[src/cpsd_pkg.sv]
// package: constants and carriers for the coprocessor-select bus cycle generator
package cpsd_pkg;

  // ==========================================================
  // cycle encodings seen by the select decoder
  localparam logic [2:0] FC_CPU_SPACE   = 3'h7;  // cpu space, full decode value
  localparam logic [2:0] FC_USER_DATA   = 3'h1;  // ordinary data space
  localparam logic [2:0] FC_IDLE        = 3'h0;  // parked value between cycles
  localparam logic [3:0] CP_ACCESS_TYPE = 4'h2;  // cpu space type: coprocessor
  localparam logic [2:0] DEFAULT_IDENT  = 3'h1;  // usual floating-point identifier
  localparam int         MAX_COPROC     = 7;     // coprocessors on one bus

  // ==========================================================
  // address field positions
  localparam int TYPE_LSB  = 16;  // space type field, bits 19..16
  localparam int IDENT_LSB = 13;  // identifier field, bits 15..13
  localparam int REG_W     = 13;  // coprocessor register offset, bits 12..0

  // ==========================================================
  // timing and reset values
  localparam int          CORE_CLK_MHZ  = 100;
  localparam int          BUS_CLK_MHZ   = 25;   // bus clock driven to the system
  localparam int          HALF_CYCLES   = CORE_CLK_MHZ / (2 * BUS_CLK_MHZ);
  localparam logic [7:0]  HALF_CNT_LAST = 8'(HALF_CYCLES - 1);
  localparam logic [31:0] ADDR_RESET    = 32'h0000_0000;

  // ==========================================================
  // carriers
  typedef struct packed {
    logic        coproc;   // cpu-space coprocessor access when set
    logic [2:0]  ident;    // target coprocessor identifier
    logic [31:0] addr;     // full address, or register offset in low bits
    logic        write;
    logic [31:0] wdata;
  } cpsd_req_t;

  typedef struct packed {
    logic [2:0]  function_code;
    logic [31:0] addr;
    logic        addr_strobe_n;
    logic        data_strobe_n;
    logic        read_not_write;
    logic        data_oe;
    logic [31:0] data;
  } cpsd_bus_t;

  typedef enum logic [5:0] {
    CPSD_IDLE   = 6'h01,
    CPSD_ADDR   = 6'h02,
    CPSD_LATE   = 6'h04,
    CPSD_STROBE = 6'h08,
    CPSD_WAIT   = 6'h10,
    CPSD_GAP    = 6'h20
  } cpsd_state_t;

endpackage

[src/cpsd_host.sv]
// host bus cycle generator that drives the coprocessor select decoder and coprocessors
// ==========================================================
// Notes on behaviour
// [RULE_01] decoder uses function code and address 19..13
// [RULE_02] cpu space is function code all ones
// [RULE_03] address 19..16 equal 2 means coprocessor access
// [RULE_04] address 15..13 carry identifier, default one
// [RULE_05] up to seven coprocessors share the bus
// [RULE_06] single coprocessor may use reduced decode
// [RULE_07] select decode is combinational, not registered
// [RULE_08] late address strobe costs one wait state
// [RULE_09] host performs transfers on ordinary bus cycles
// [RULE_10] 32-bit coprocessor: low address, size tied high
// [RULE_11] host and coprocessor clocks may differ
// [RULE_12] select drops before next access strobes assert
// [RULE_13] select ORs clock-low, strobe, delayed-clock terms
// [RULE_14] select active low, idle on any mismatch
`timescale 1ns/100ps
module cpsd_host
  import cpsd_pkg::*;
#(
  parameter logic [2:0] IDENT_DFLT = DEFAULT_IDENT
) (
  input  wire logic        core_clk_i,
  input  wire logic        rst_i,
  // user command side
  input  wire logic        req_valid_i,
  input  cpsd_req_t        req_i,
  input  wire logic        late_strobe_i,
  output logic             req_ready_o,
  output logic             done_o,
  output logic             bus_err_o,
  output logic [31:0]      rdata_o,
  // system bus side
  output logic             bus_clk_o,
  output logic             delayed_clock_o,
  output logic [2:0]       function_code_o,
  output logic [31:0]      addr_o,
  output logic             addr_strobe_n_o,
  output logic             data_strobe_n_o,
  output logic             read_not_write_o,
  output logic [31:0]      data_o,
  output logic             data_oe_o,
  input  wire logic [31:0] data_i,
  input  wire logic        dsack_n_i,
  input  wire logic        berr_n_i,
  output logic             coproc_addr0_o,
  output logic             coproc_size_o
);

  // ==========================================================
  // input synchronisers: coprocessor may run on any clock
  logic [1:0]  dsack_meta;
  logic [1:0]  berr_meta;
  logic [31:0] data_meta;
  logic [31:0] data_sync;
  logic        dsack_seen;
  logic        berr_seen;

  // acknowledge is asynchronous, so two flops before any use [RULE_11]
  always_ff @(posedge core_clk_i) begin
    if (rst_i) begin
      dsack_meta <= 2'h3;
      berr_meta  <= 2'h3;
      data_meta  <= 32'h0;
      data_sync  <= 32'h0;
    end else begin
      dsack_meta <= {dsack_meta[0], dsack_n_i};
      berr_meta  <= {berr_meta[0], berr_n_i};
      data_meta  <= data_i;
      data_sync  <= data_meta;
    end
  end
  assign dsack_seen = ~dsack_meta[1];
  assign berr_seen  = ~berr_meta[1];

  // ==========================================================
  // bus clock divider and its delayed copy
  logic [7:0] half_cnt;
  logic [7:0] next_half_cnt;
  logic       tick;
  logic       bus_clk;
  logic       next_bus_clk;
  logic       dly_clk;
  logic       next_dly_clk;

  // tick marks each bus clock edge; delayed copy lags one core cycle [RULE_13]
  always_comb begin
    tick          = (half_cnt == HALF_CNT_LAST);
    next_half_cnt = tick ? 8'h0 : half_cnt + 8'h1;
    next_bus_clk  = tick ? ~bus_clk : bus_clk;
    next_dly_clk  = bus_clk;
  end

  always_ff @(posedge core_clk_i) begin
    if (rst_i) begin
      half_cnt <= 8'h0;
      bus_clk  <= 1'b1;
      dly_clk  <= 1'b1;
    end else begin
      half_cnt <= next_half_cnt;
      bus_clk  <= next_bus_clk;
      dly_clk  <= next_dly_clk;
    end
  end

  // ==========================================================
  // bus cycle sequencer
  cpsd_state_t state;
  cpsd_state_t next_state;
  cpsd_bus_t   bus;
  cpsd_bus_t   next_bus;
  logic        ready;
  logic        next_ready;
  logic        done;
  logic        next_done;
  logic        berr;
  logic        next_berr;
  logic [31:0] rdata;
  logic [31:0] next_rdata;
  logic [31:0] cp_addr;

  // coprocessor cycle address: type, identifier 1..7, offset [RULE_03] [RULE_04] [RULE_05]
  always_comb begin
    cp_addr = 32'h0;
    cp_addr[TYPE_LSB +: 4]  = CP_ACCESS_TYPE;
    cp_addr[IDENT_LSB +: 3] = (req_i.ident == 3'h0) ? IDENT_DFLT : req_i.ident;
    cp_addr[REG_W-1:0]      = req_i.addr[REG_W-1:0];
  end

  // edges of the sequence fall on bus clock ticks only
  always_comb begin
    next_state = state;
    next_bus   = bus;
    next_ready = 1'b0;
    next_done  = 1'b0;
    next_berr  = 1'b0;
    next_rdata = rdata;
    unique case (state)
      CPSD_IDLE: begin
        next_ready = 1'b1;
        // start only while the bus clock is high so the address strobe falls at clock rise and the data strobe at clock fall
        if (req_valid_i && ready && tick && bus_clk) begin
          next_ready             = 1'b0;
          next_bus.read_not_write = ~req_i.write;
          next_bus.data          = req_i.wdata;
          if (req_i.coproc) begin
            // full code and type field, so a reduced two-bit decoder also matches [RULE_06]
            next_bus.function_code = FC_CPU_SPACE; // [RULE_02] [RULE_09]
            next_bus.addr          = cp_addr;      // [RULE_01]
          end else begin
            next_bus.function_code = FC_USER_DATA; // no select match [RULE_14]
            next_bus.addr          = req_i.addr;
          end
          next_state = CPSD_ADDR;
        end
      end
      CPSD_ADDR: begin
        if (tick) begin
          if (late_strobe_i) begin
            next_state = CPSD_LATE;  // strobe misses clock low [RULE_08]
          end else begin
            next_bus.addr_strobe_n = 1'b0;
            next_bus.data_oe       = ~bus.read_not_write;
            next_state             = CPSD_STROBE;
          end
        end
      end
      CPSD_LATE: begin
        // one whole bus clock of wait, so the strobe keeps its usual phase [RULE_08]
        if (tick && !bus_clk) begin
          next_bus.addr_strobe_n = 1'b0;
          next_bus.data_oe       = ~bus.read_not_write;
          next_state             = CPSD_STROBE;
        end
      end
      CPSD_STROBE: begin
        if (tick) begin
          next_bus.data_strobe_n = 1'b0;
          next_state             = CPSD_WAIT;
        end
      end
      CPSD_WAIT: begin
        // wait states last until the coprocessor acknowledges or signals a bus error
        if (tick && (dsack_seen || berr_seen)) begin
          next_bus.addr_strobe_n = 1'b1;
          next_bus.data_strobe_n = 1'b1;
          next_bus.data_oe       = 1'b0;
          next_done              = 1'b1;
          next_berr              = berr_seen;
          next_rdata             = bus.read_not_write ? data_sync : rdata;
          next_state             = CPSD_GAP;
        end
      end
      CPSD_GAP: begin
        // park fc and address so the select drops before any next strobe [RULE_12]
        if (tick) begin
          next_bus.function_code = FC_IDLE;
          next_bus.addr          = ADDR_RESET;
          next_state             = CPSD_IDLE;
        end
      end
      default: begin
        next_state = CPSD_IDLE;
        next_bus   = '0;
      end
    endcase
  end

  always_ff @(posedge core_clk_i) begin
    if (rst_i) begin
      state                  <= CPSD_IDLE;
      bus.function_code      <= FC_IDLE;
      bus.addr               <= ADDR_RESET;
      bus.addr_strobe_n      <= 1'b1;
      bus.data_strobe_n      <= 1'b1;
      bus.read_not_write     <= 1'b1;
      bus.data_oe            <= 1'b0;
      bus.data               <= 32'h0;
      ready                  <= 1'b0;
      done                   <= 1'b0;
      berr                   <= 1'b0;
      rdata                  <= 32'h0;
    end else begin
      state <= next_state;
      bus   <= next_bus;
      ready <= next_ready;
      done  <= next_done;
      berr  <= next_berr;
      rdata <= next_rdata;
    end
  end

  // ==========================================================
  // outputs, all straight from flops; the select built from them stays unclocked [RULE_07]
  assign req_ready_o      = ready;
  assign done_o           = done;
  assign bus_err_o        = berr;
  assign rdata_o          = rdata;
  assign bus_clk_o        = bus_clk;   // decoder term one uses its low phase [RULE_13]
  assign delayed_clock_o  = dly_clk;   // decoder term three [RULE_13]
  assign function_code_o  = bus.function_code;
  assign addr_o           = bus.addr;
  assign addr_strobe_n_o  = bus.addr_strobe_n;  // decoder term two [RULE_13]
  assign data_strobe_n_o  = bus.data_strobe_n;
  assign read_not_write_o = bus.read_not_write;
  assign data_o           = bus.data;
  assign data_oe_o        = bus.data_oe;

  // full-width port strap for every coprocessor on the bus [RULE_10]
  logic straps;
  always_ff @(posedge core_clk_i) begin
    if (rst_i) begin
      straps <= 1'b1;
    end else begin
      straps <= 1'b1;
    end
  end
  assign coproc_addr0_o = straps;
  assign coproc_size_o  = straps;

endmodule

[config.mk]
export PLATFORM = sky130hd
export DESIGN_NAME = cpsd_host
export DESIGN_NICKNAME = d
export VERILOG_FILES = /design/src/cpsd_pkg.sv /design/src/cpsd_host.sv
export SDC_FILE = /design/constraint.sdc
export NUM_CORES = 1
export LEC_CHECK = 0
export ABC_CLOCK_PERIOD_IN_PS = 3400
export BUFFER_PORTS_ARGS = -buffer_cell sky130_fd_sc_hd__buf_2
export CELL_PAD_IN_SITES_DETAIL_PLACEMENT = 1
export CELL_PAD_IN_SITES_GLOBAL_PLACEMENT = 1
export CORE_UTILIZATION = 37
export DETAILED_ROUTE_END_ITERATION = 12
export GPL_TIMING_DRIVEN = 1
export PLACE_DENSITY_LB_ADDON = 0.1
export SETUP_SLACK_MARGIN = 0.3
export SLEW_MARGIN = 20
export SYNTH_ARGS = -nofsm -noshare
export SYNTH_HDL_FRONTEND = slang
export SYNTH_SLANG_ARGS = --single-unit
[constraint.sdc]
create_clock -name core_clk_i -period 3.4 [get_ports core_clk_i]
set_clock_uncertainty 0.1 [all_clocks]
set_input_delay 0.68 -clock core_clk_i [delete_from_list [all_inputs] [get_ports core_clk_i]]
set_output_delay 0.68 -clock core_clk_i [all_outputs]
set_load 0.02 [all_outputs]
# --- After elaboration in Yosys (flattened, before gate mapping) ---
# Index checks and enable logic that the tools add are counted.
op_classes:
  n_mux: 31
  n_addsub: 1
  n_eq_ne: 14
  n_reduce_logical: 22
  n_bitwise: 12
op_table:
  columns: ["op", "n"]
  rows:
  - ["35-bit two-way mux", 3]
  - ["35-bit case mux with 3 select lines", 1]
  - ["32-bit case mux with 2 select lines", 1]
  - ["6-bit two-way mux", 6]
  - ["6-bit case mux with 6 select lines", 1]
  - ["32-bit two-way mux", 1]
  - ["2-bit inequality test, second input constant", 7]
  - ["1-bit NOT", 12]
  - ["1-bit two-way mux", 11]
  - ["3-bit AND reduction", 3]
  - ["8-bit by 1-bit adder with 8-bit output, second input constant", 1]
  - ["8-bit by 1-bit equality test with 1-bit output, second input constant", 1]
  - ["1-bit case mux with 4 select lines", 2]
  - ["4-bit OR reduction", 2]
  - ["6-bit by 1-bit equality test with 1-bit output, second input constant", 1]
  - ["6-bit by 2-bit equality test with 1-bit output, second input constant", 1]
  - ["6-bit by 3-bit equality test with 1-bit output, second input constant", 1]
  - ["6-bit by 4-bit equality test with 1-bit output, second input constant", 1]
  - ["6-bit by 5-bit equality test with 1-bit output, second input constant", 1]
  - ["6-bit equality test, second input constant", 1]
  - ["6-bit AND reduction", 1]
  - ["2-bit OR reduction", 3]
  - ["3-bit OR reduction", 2]
  - ["1-bit logical AND", 5]
  - ["11 further kinds", 11]
word_totals:
  output_inout_bits: 110
  regBits: 190
  inputBits: 107
  word_cells: 99

# --- Longest topological paths before layout ---
# Gate-level depths: netlist of the first run.
logic_depth:
  depth_word: 5
  mapped_depth: 11
  depth_no_buf: 7

# --- Worst setup path after synthesis of the first run ---
# OpenSTA, ideal clock, no wires.
synth_path:
  path_kind: "flip-flop to flip-flop"
  from: "register half_cnt[0]"
  to: "register rdata[10], in the netlist rdata_o[10]"
  stages_incl_launch_ff: 11
  setup_time_ns: 0.139
  period_less_slack_ns: 2.407
  path_buffers: 4
  required_ns: 3.161
  path_slack_ns: 0.993
  t_arrival_ns: 2.168
  path_cell_list: "dfxtp_1 ha_1 or3b_2 clkbuf_1 or2_1 buf_6 or3_4 buf_6 buf_6 nand2_2 a21oi_2"
synth_between:
  elab_chain_cells: 3
synth_rtl:
  columns: ["item", "line", "source"]
  rows:
  - ["from (decl)", "cpsd_host.sv:79", "logic [7:0] half_cnt;"]
  - ["from (signal assigned)", "cpsd_host.sv:101", "half_cnt <= next_half_cnt;"]
  - ["8-bit by 1-bit equality test with 1-bit output", "cpsd_host.sv:89", "tick = (half_cnt == HALF_CNT_LAST);"]
  - ["1-bit logical AND", "cpsd_host.sv:185", "if (tick && (dsack_seen || berr_seen)) begin"]
  - ["3-bit AND reduction (no source line)", null, null]
  - ["to (signal assigned)", "cpsd_host.sv:230", "rdata <= next_rdata;"]
  - ["to (decl)", "cpsd_host.sv:119", "logic [31:0] rdata;"]
# Every way passes these cells.
# A chain may end at the register's enable or synchronous reset.

# --- Final worst setup path of the first run ---
layout_path:
  from: "register state[2]"
  to: "register state[5]"
layout_between:
  elab_chain_cells: 3
  elab_cells_between_ends: 14
  classes_between: "12 x eq/ne; 1 x mux; 1 x reduce/logical"
layout_rtl:
  columns: ["item", "line", "source"]
  rows:
  - ["from (decl)", "cpsd_host.sv:109", "cpsd_state_t state;"]
  - ["from (signal assigned)", "cpsd_host.sv:225", "state <= next_state;"]
  - ["6-bit by 5-bit equality test with 1-bit output (tied with other cells)", "cpsd_host.sv:139", "unique case (state)"]
  - ["2-bit inequality test (no source line)", null, null]
  - ["6-bit AND reduction (no source line)", null, null]
# Several ways; a longest one is shown, not always the timed one.

==> reports/qor.yml, run 1 <==
cts_tree: "yes"
ir_drop_mv: 0.375
fin_nets: 1016
drv_cap: 0
synth-edff-count: 0
tns_ps: 0
die_h_um: 138
cts_buffers: 17
worstPathArrival_ps: 2840
final_area_um2: 8570
wl_per_cell_um: 15.8
setup_viol: 0
clock_sinks: 189
status: "completed"
dpl.hpwl_mm: 12.1
synth-seq-cells: 189
p_leak_nw: 3.59
place_congestion: 0.782
grt_pass1_vias: 5874
p_seq_share_pct: 42.3
fin_crit_ps: 2610
grt_usage_pct: 19.4
rsz0062_at_grt: "false"
top_level_ports: 217
num-fill-cells: 2140
clockBufferDepth: 2
relSlewSlack_pct: 34.7
drv_slew: 0
period_share_pct: 76.9
ant_nets: 0
pre_cts_slack_ps: 769
antenna_found_initial: 0
cts_setup_buffers: 0
required_ps: 3630
hold_class: "flip-flop to flip-flop"
place_area_um2: 7950
path_cells: "nor3_2, nand3_1, o221a_2, nand2_1, mux2_2"
p_sw_mw: 2.05
drive_gt1_share_pct: 32.0
die_area_um2: 18900
row_count: 49
fmax_mhz: 383
synth_ff_type: "dfxtp_1"
first_iter_violations: 264
final_common_cell: "buf_2"
cts.repair.resized: 0
cp-end-kind: "flip-flop"
final_hold_viol_count: 0
critPathKind: "flip-flop to flip-flop"
clk_pin_slew_ps: 70
p_int_mw: 3.98
die_w_um: 138
htreeDepth: 4
drtPass1Iterations: 4
critical_path.slowest_cell: "o221a_2"
p_sw_share_pct: 34.0
total_power_mw: 6.03
remaining_drc_errors: 0
syn_area_um2: 6800
synth_cell_types: 52
numPortBuffers: 214
multi_input_area_um2: 2730
p_clk_share_pct: 34.0
worst_slew_pin_slew_ps: 975
critPathMaxFanout: 10
syn_inst: 729
start_util_pct: 37.8
finish.utilization_pct: 47.7
cts_root_buf: "clkbuf_16"
cpPeakStageDelay_ps: 480
fp.coreArea_um2: 18000
vias: 5768
final_cell_mix: "buf_2, dfxtp_1, nand2_1, nor2b_1, a21oi_1"
ctsHoldBuffers: 0
synth-async-reset-ratio_pct: 0
synth.avg_cell_area_um2: 9.33
wirelength_mm: 18.1
globalRouteOverflowTotal: 0
power.density_nw_per_um2: 703
yosys_warnings: 0
grt_max_degree: 127
yosysSeqAreaShare_pct: 55.6
startpoint_type: "flip-flop"
n_antenna_cell: 0
grt_pass1_wl_mm: 28.7
seq_area_um2: 3780
syn_to_final_growth_pct: 26.1
combPwrFrac_pct: 23.7
via_per_inst: 5.02
insertion_delay_ps: 430
setup_ws_ps: 786
==> metal layers <==
metal  wire length, um  part of all wire (%)  track usage [%]  up-vias
met1              8070                    45             23.9     2760
met2              8630                    48             31.4      157
met4               327                   1.8             7.63        0
met3              1080                   6.0             5.92       27
met5                 0                     0                0        -
li1                  -                     -                -     2824
==> area by class of cell <==
class,count,area share (%)
tap,229,3.34
sequential,189,44.1
multi-input combinational,475,31.8
clock buffer,18,5.12
inverter,1,0.0438
timing repair buffer,223,13.5
clock inverter,13,2.04
==> worst max-delay path: cells and delay by family, from the launching register on <==
family / cells / cell delay (ps)
mux: 1 / 380
compound gates: 1 / 480
flops: 1 / 420
simple gates: 3 / 1120
==> registers in the layout (all words and copies together) (netlist names) <==
| signal | count |
|---|---|
| data_meta | 32 |
| delayed_clock_o | 1 |
| bus_clk_o | 1 |
| data_sync | 32 |
| data_o | 32 |
| addr_strobe_n_o | 1 |
| data_oe_o | 1 |
| half_cnt | 8 |
| berr_meta | 2 |
| function_code_o | 2 |
| bus_err_o | 1 |
| req_ready_o | 1 |
| data_strobe_n_o | 1 |
| dsack_meta | 2 |
| state | 6 |
| addr_o | 32 |
| rdata_o | 32 |
| read_not_write_o | 1 |
| done_o | 1 |
==> logic make-up (layout without fill, tap and decap cells) <==
kind of cell | Yosys count | in the layout | synth area share (%)
and+or+nand+nor | 305 | 305 | 24.8
DFF | 189 | 189 | 55.6
AOI/OAI and AO/OA | 152 | 152 | 12.8
buffers and inverters | 66 | 255 | 4.47
xor gates and xnor gates | 10 | 10 | 1.29
muxes | 4 | 4 | 0.626
adders and majority gates | 2 | 2 | 0.368
other | 1 | 2 | 0.0552
==> power groups by stage <==
stage               registers [mW]  logic (mW)  clock network [mW]
global placement              2.59        1.38                   0
CTS                           2.55        1.43                2.12
finish                        2.55        1.43                2.05
detailed placement            2.60        1.42                   0
global route                  2.58        1.56                2.21
floorplan                     2.75       0.796                   0
==> final timing paths <==
kind / from / endpoint / slack [ps] / depth (start not counted)
setup reg to reg: state[2] / state[5] / 790 / 5
hold reg to reg: dsack_meta[0] / dsack_meta[1] / 320 / 1
hold / removal: dsack_meta[0] / dsack_meta[1] / 320 / 1
setup / recovery: state[2] / state[5] / 790 / 5
==> synth_stat cells (all sizes together), types with 2 or more instances <==
master   count  area share, %
o2bb2ai      4           0.52
nor2b       67            6.2
nand2      102            6.1
o21ai       67            4.9
a21oi       66            5.4
and4b        2           0.29
o211ai       4           0.44
nand4       34            3.1
or3          2           0.26
mux2i        2           0.29
clkbuf      52            2.9
ha           2           0.37
nor2        23            1.3
xor2         9            1.2
or2          7           0.64
and2         2           0.18
nand3       12           0.88
or3b         2           0.26
a221o        3           0.44
mux2         2           0.33
dfxtp      189             56
nand2b       2           0.18
nor3        10            1.0
nand3b      32            3.5
buf         13            1.5
and3         3           0.28
==> through the flow <==
stage                     hold WS (ps)  instances
final                              322       1148
after global routing               304       1148
after CTS                          308       1147
after detailed placement           311       1116
after global placement             305       1116
after floorplan                    289        730
Note: power is estimated with default switching activity, not from simulation.
==> inputs of run 2 (changes only) <==
--- a/config.mk
+++ b/config.mk
@@ -5,7 +5,7 @@
 export SDC_FILE = /design/constraint.sdc
 export NUM_CORES = 1
 export LEC_CHECK = 0
-export ABC_CLOCK_PERIOD_IN_PS = 3400
+export ABC_CLOCK_PERIOD_IN_PS = 2490
 export BUFFER_PORTS_ARGS = -buffer_cell sky130_fd_sc_hd__buf_2
 export CELL_PAD_IN_SITES_DETAIL_PLACEMENT = 1
 export CELL_PAD_IN_SITES_GLOBAL_PLACEMENT = 1
==> constraint.sdc (replaced) <==
create_clock -name core_clk_i -period 2.49 [get_ports core_clk_i]
set_clock_uncertainty 0.1 [all_clocks]
set_input_delay 0.498 -clock core_clk_i [delete_from_list [all_inputs] [get_ports core_clk_i]]
set_output_delay 0.498 -clock core_clk_i [all_outputs]
set_load 0.02 [all_outputs]
==> reports/qor.yml, run 2 (synthesized netlist as in run 1, its figures left out) <==
place_congestion: 0.794
fin_nets: 1044
top_level_ports: 217
relSlewSlack_pct: 54.3
drv_cap: 0
required_ps: 2720
remaining_drc_errors: 0
final_common_cell: "buf_2"
grt_pass1_vias: 5732
worstPathArrival_ps: 2460
antenna_found_initial: 0
period_share_pct: 89.6
numPortBuffers: 214
start_util_pct: 37.8
globalRouteOverflowTotal: 0
ir_drop_mv: 0.503
n_antenna_cell: 0
fin_crit_ps: 2230
p_leak_nw: 3.82
clk_pin_slew_ps: 70
fp.coreArea_um2: 18000
worst_slew_pin_slew_ps: 685
status: "completed"
wl_per_cell_um: 16.4
insertion_delay_ps: 430
via_per_inst: 5.06
cts_buffers: 17
final_cell_mix: "buf_2, dfxtp_1, nand2_1, nor2b_1, a21oi_1"
total_power_mw: 9.14
die_h_um: 138
tns_ps: 0
cp-end-kind: "flip-flop"
setup_viol: 0
critical_path.slowest_cell: "or4_4"
drv_slew: 0
cts_tree: "yes"
grt_pass1_wl_mm: 28.4
syn_to_final_growth_pct: 33.3
cts_root_buf: "clkbuf_16"
fmax_mhz: 448
final_hold_viol_count: 0
grt_usage_pct: 19.2
clock_sinks: 189
rsz0062_at_grt: "true"
critPathKind: "flip-flop to flip-flop"
drive_gt1_share_pct: 37.1
cpPeakStageDelay_ps: 580
drtPass1Iterations: 4
num-fill-cells: 2093
ctsHoldBuffers: 0
die_w_um: 138
first_iter_violations: 252
row_count: 49
path_cells: "or4_4, nor3_1, o221a_2, nand2_2, buf_4, o31ai_1"
critPathMaxFanout: 5
vias: 5960
startpoint_type: "flip-flop"
wirelength_mm: 19.3
hold_class: "input pin to flip-flop"
clockBufferDepth: 2
ant_nets: 0
die_area_um2: 18900
htreeDepth: 4
power.density_nw_per_um2: 1010
grt_max_degree: 98
dpl.hpwl_mm: 12.2
==> run 2: changes by cell type in the layout (fill, tap and decap cells not counted), sizes merged <==
cell / before / now
clkinv: 3 / 6
buf: 223 / 244
or3: 2 / 4
clkinvlp: 3 / 0
clkbuf: 18 / 23
nor2: 23 / 24
==> run 2: path summary, 6_finish.rpt <==
path | startpoint | to | slack, ps | cells after the start
worst min-delay path | berr_n_i | berr_meta[0] | 160 | 2
worst min register to register | berr_meta[1] | bus_err_o | 310 | 1
worst max-delay path | half_cnt[7] | state[3] | 260 | 6
worst max register to register | half_cnt[7] | state[3] | 260 | 6
==> run 2: where the power goes <==
| part | leakage (nW) | internal [mW] | switching [mW] | total [mW] |
|---|---|---|---|---|
| registers | 1.54 | 3.31 | 0.181 | 3.49 |
| clock network | 0.305 | 1.56 | 1.27 | 2.83 |
| logic | 1.97 | 1.10 | 1.72 | 2.82 |
==> run 2: what timing repair did <==
item,4_1_cts,5_1_grt
buffers inserted,0,10
hold endpoints to repair,0,0
cloned,2,7
endpoints found under the setup margin,109,114
gates resized for setup,14,55
pin swaps,1,17
==> run 2: final cells by class <==
cell class	instances	area [um2]	share of cell area, %
clock buffer	19	443	4.89
clock inverter	13	178	1.96
inverter	1	3.75	0.0414
multi-input combinational	478	2900	32.0
sequential	189	3790	41.9
tap	229	287	3.16
timing repair buffer	248	1460	16.1
==> run 2: metrics by stage <==
stage | std cells | setup slack (ps) | instance area (um2) | hold WS, ps | util [%]
floorplan | 730 | 222 | 6820 | 289 | -
global placement | 1126 | 125 | 8030 | 300 | 44.7
detailed placement | 1126 | 52.1 | 8040 | 300 | 44.7
CTS | 1160 | 301 | 8730 | 139 | 48.6
global route | 1177 | 126 | 9060 | 157 | 50.5
finish | 1177 | 259 | 9060 | 157 | 50.5
==> run 2: metal layers <==
metal	track usage (%)	wire, um	vias to the layer above	part of all wire (%)
met2	32.5	9670	150	50
li1	-	-	2904	-
met3	5.33	987	20	5.1
met1	23.4	8380	2886	43
met5	0	0	-	0
met4	6.47	275	0	1.4
==> run 2: critical path, delay by kind of cell (launching register included) <==
kind | cells | cell delay (ps)
compound gates | 2 | 540
buf+inv | 1 | 170
flops | 1 | 330
simple gates | 3 | 1000
==> inputs of run 3 (changes only) <==
--- a/config.mk
+++ b/config.mk
@@ -5,11 +5,14 @@
 export SDC_FILE = /design/constraint.sdc
 export NUM_CORES = 1
 export LEC_CHECK = 0
+export ABC_AREA = 1
 export ABC_CLOCK_PERIOD_IN_PS = 2490
 export BUFFER_PORTS_ARGS = -buffer_cell sky130_fd_sc_hd__buf_2
+export CAP_MARGIN = 0
 export CELL_PAD_IN_SITES_DETAIL_PLACEMENT = 1
 export CELL_PAD_IN_SITES_GLOBAL_PLACEMENT = 1
-export CORE_UTILIZATION = 37
+export CORE_MARGIN = 3
+export CORE_UTILIZATION = 36
 export DETAILED_ROUTE_END_ITERATION = 12
 export GPL_TIMING_DRIVEN = 1
 export PLACE_DENSITY_LB_ADDON = 0.1
==> reports/qor.yml, run 3 <==
setup_viol: 0
start_util_pct: 36.9
insertion_delay_ps: 440
final_cell_mix: "buf_2, nor2_1, dfxtp_1, nand2_1, inv_1"
die_w_um: 148
antenna_found_initial: 0
crit_family: "simple AND/OR/NAND/NOR gates"
cts_setup_buffers: 0
critPathKind: "flip-flop to flip-flop"
r2r_slack_ps: 520
fp.coreArea_um2: 19600
required_ps: 2760
htreeDepth: 4
startpoint_type: "flip-flop"
numPortBuffers: 214
first_iter_violations: 186
critPathBufInv: 2
drv_cap: 0
syn_to_final_growth_pct: 26.7
cts.repair.resized: 0
highest_layer: "met4"
wl_met1_mm: 8.95
syn_inst: 972
clk_pin_slew_ps: 90
place_congestion: 0.798
die_area_um2: 21800
n_antenna_cell: 0
grt_usage_pct: 18.8
power.density_nw_per_um2: 1120
ir_drop_mv: 0.479
drive_gt1_share_pct: 24.8
wirelength_mm: 20.3
hold_class: "input pin to flip-flop"
remaining_drc_errors: 0
yosysSeqAreaShare_pct: 52.4
synth_top_area_cell: "dfxtp_1"
cts_root_buf: "clkbuf_16"
p_leak_nw: 4.56
synthTopCellsByArea: "dfxtp_1, nor2_1, nand2_1"
top_level_ports: 217
tns_ps: 0
num-fill-cells: 2498
wl_met3_mm: 1.25
final_hold_viol_count: 0
period_share_pct: 79.1
clockBufferDepth: 2
wl_met2_mm: 9.76
ant_nets: 0
drtPass1Iterations: 5
cp-end-kind: "flip-flop"
cts_tree: "yes"
cpPeakStageDelay_ps: 400
wl_per_cell_um: 14.1
fin_crit_ps: 1970
relSlewSlack_pct: 62.1
total_power_mw: 10.3
cts_buffers: 17
grt_pass1_wl_mm: 33.3
worst_slew_pin_slew_ps: 565
synth-async-reset-ratio_pct: 0
fin_nets: 1271
ctsHoldBuffers: 0
synth-seq-cells: 189
clock_sinks: 189
syn_area_um2: 7230
worstPathArrival_ps: 2240
synth.top_cells.by_count: "nor2_1, dfxtp_1, nand2_1, inv_1, a21oi_1"
synth_ff_type: "dfxtp_1"
via_per_inst: 4.63
synth-edff-count: 0
grt_max_degree: 65
dpl.hpwl_mm: 13.8
globalRouteOverflowTotal: 0
vias: 6665
rsz0062_at_grt: "false"
critical_path.slowest_cell: "dfxtp_1"
yosysMostFrequentCell: "nor2_1"
synth.avg_cell_area_um2: 7.44
critPathMaxFanout: 23
yosys.area.top_type_share_pct: 52.4
die_h_um: 148
final_common_cell: "buf_2"
drv_slew: 0
fmax_mhz: 508
path_cells: "ha_1, nand2_1, nor2_2, nand3_1, nand2_4, nand3_1, inv_4, buf_12, nor2_1, nor2_1"
row_count: 51
synth_cell_types: 30
status: "completed"
grt_pass1_vias: 6833
yosys_warnings: 0
run 3: worst min-delay path: cells and delay by family:
family / cells / cell delay, ps
buffers and inverters: 2 / 100
AND/OR/NAND/NOR: 1 / 60
run 3: final cells by class:
class | instances | area (um2) | area share, %
clock buffers | 17 | 425 | 4.65
clock inverters | 15 | 195 | 2.13
inverters | 139 | 524 | 5.72
multi-input cells | 581 | 2620 | 28.6
flip-flops and latches | 189 | 3780 | 41.3
well taps | 265 | 332 | 3.62
repair buffers | 234 | 1280 | 14.0
run 3: kinds of logic (layout without fill, tap and decap cells):
group / Yosys count / after routing / synth area share (%)
flops: 189 / 189 / 52.4
other cells: 1 / 2 / 0.0519
xor+xnor: 2 / 2 / 0.242
fa+ha+maj: 2 / 2 / 0.346
simple gates: 469 / 469 / 28.0
buf+inv: 203 / 405 / 11.7
compound gates: 106 / 106 / 7.36
run 3: power by group:
part           internal, mW  switching (mW)
clock network          1.39            1.41
registers              3.48           0.233
logic                  1.25            2.52
run 3: metal layers:
metal / global-route usage (%) / vias up
met3: 5.52 / 23
met5: 0 / -
met1: 23.3 / 3100
met4: 6.48 / 0
met2: 31.3 / 147
li1: - / 3395
run 3: final timing paths:
kind | from | cells past startpoint | end
worst max-delay path | half_cnt[0] | 10 | data_o[5]
worst min-delay path | data_i[28] | 3 | data_meta[28]
worst max register to register | half_cnt[0] | 10 | data_o[5]
worst min register to register | data_meta[2] | 2 | data_sync[2]
run 3: metrics by stage:
step / utilization [%] / std cells / setup WS, ps / hold slack (ps) / instance area (um2)
after CTS: 46.6 / 1440 / 337 / 128 / 9140
after global placement: 43.5 / 1408 / 522 / 289 / 8510
after floorplan: - / 973 / 794 / 288 / 7230
after global routing: 46.7 / 1440 / 315 / 134 / 9160
final: 46.7 / 1440 / 521 / 150 / 9160
after detailed placement: 43.5 / 1408 / 373 / 297 / 8510
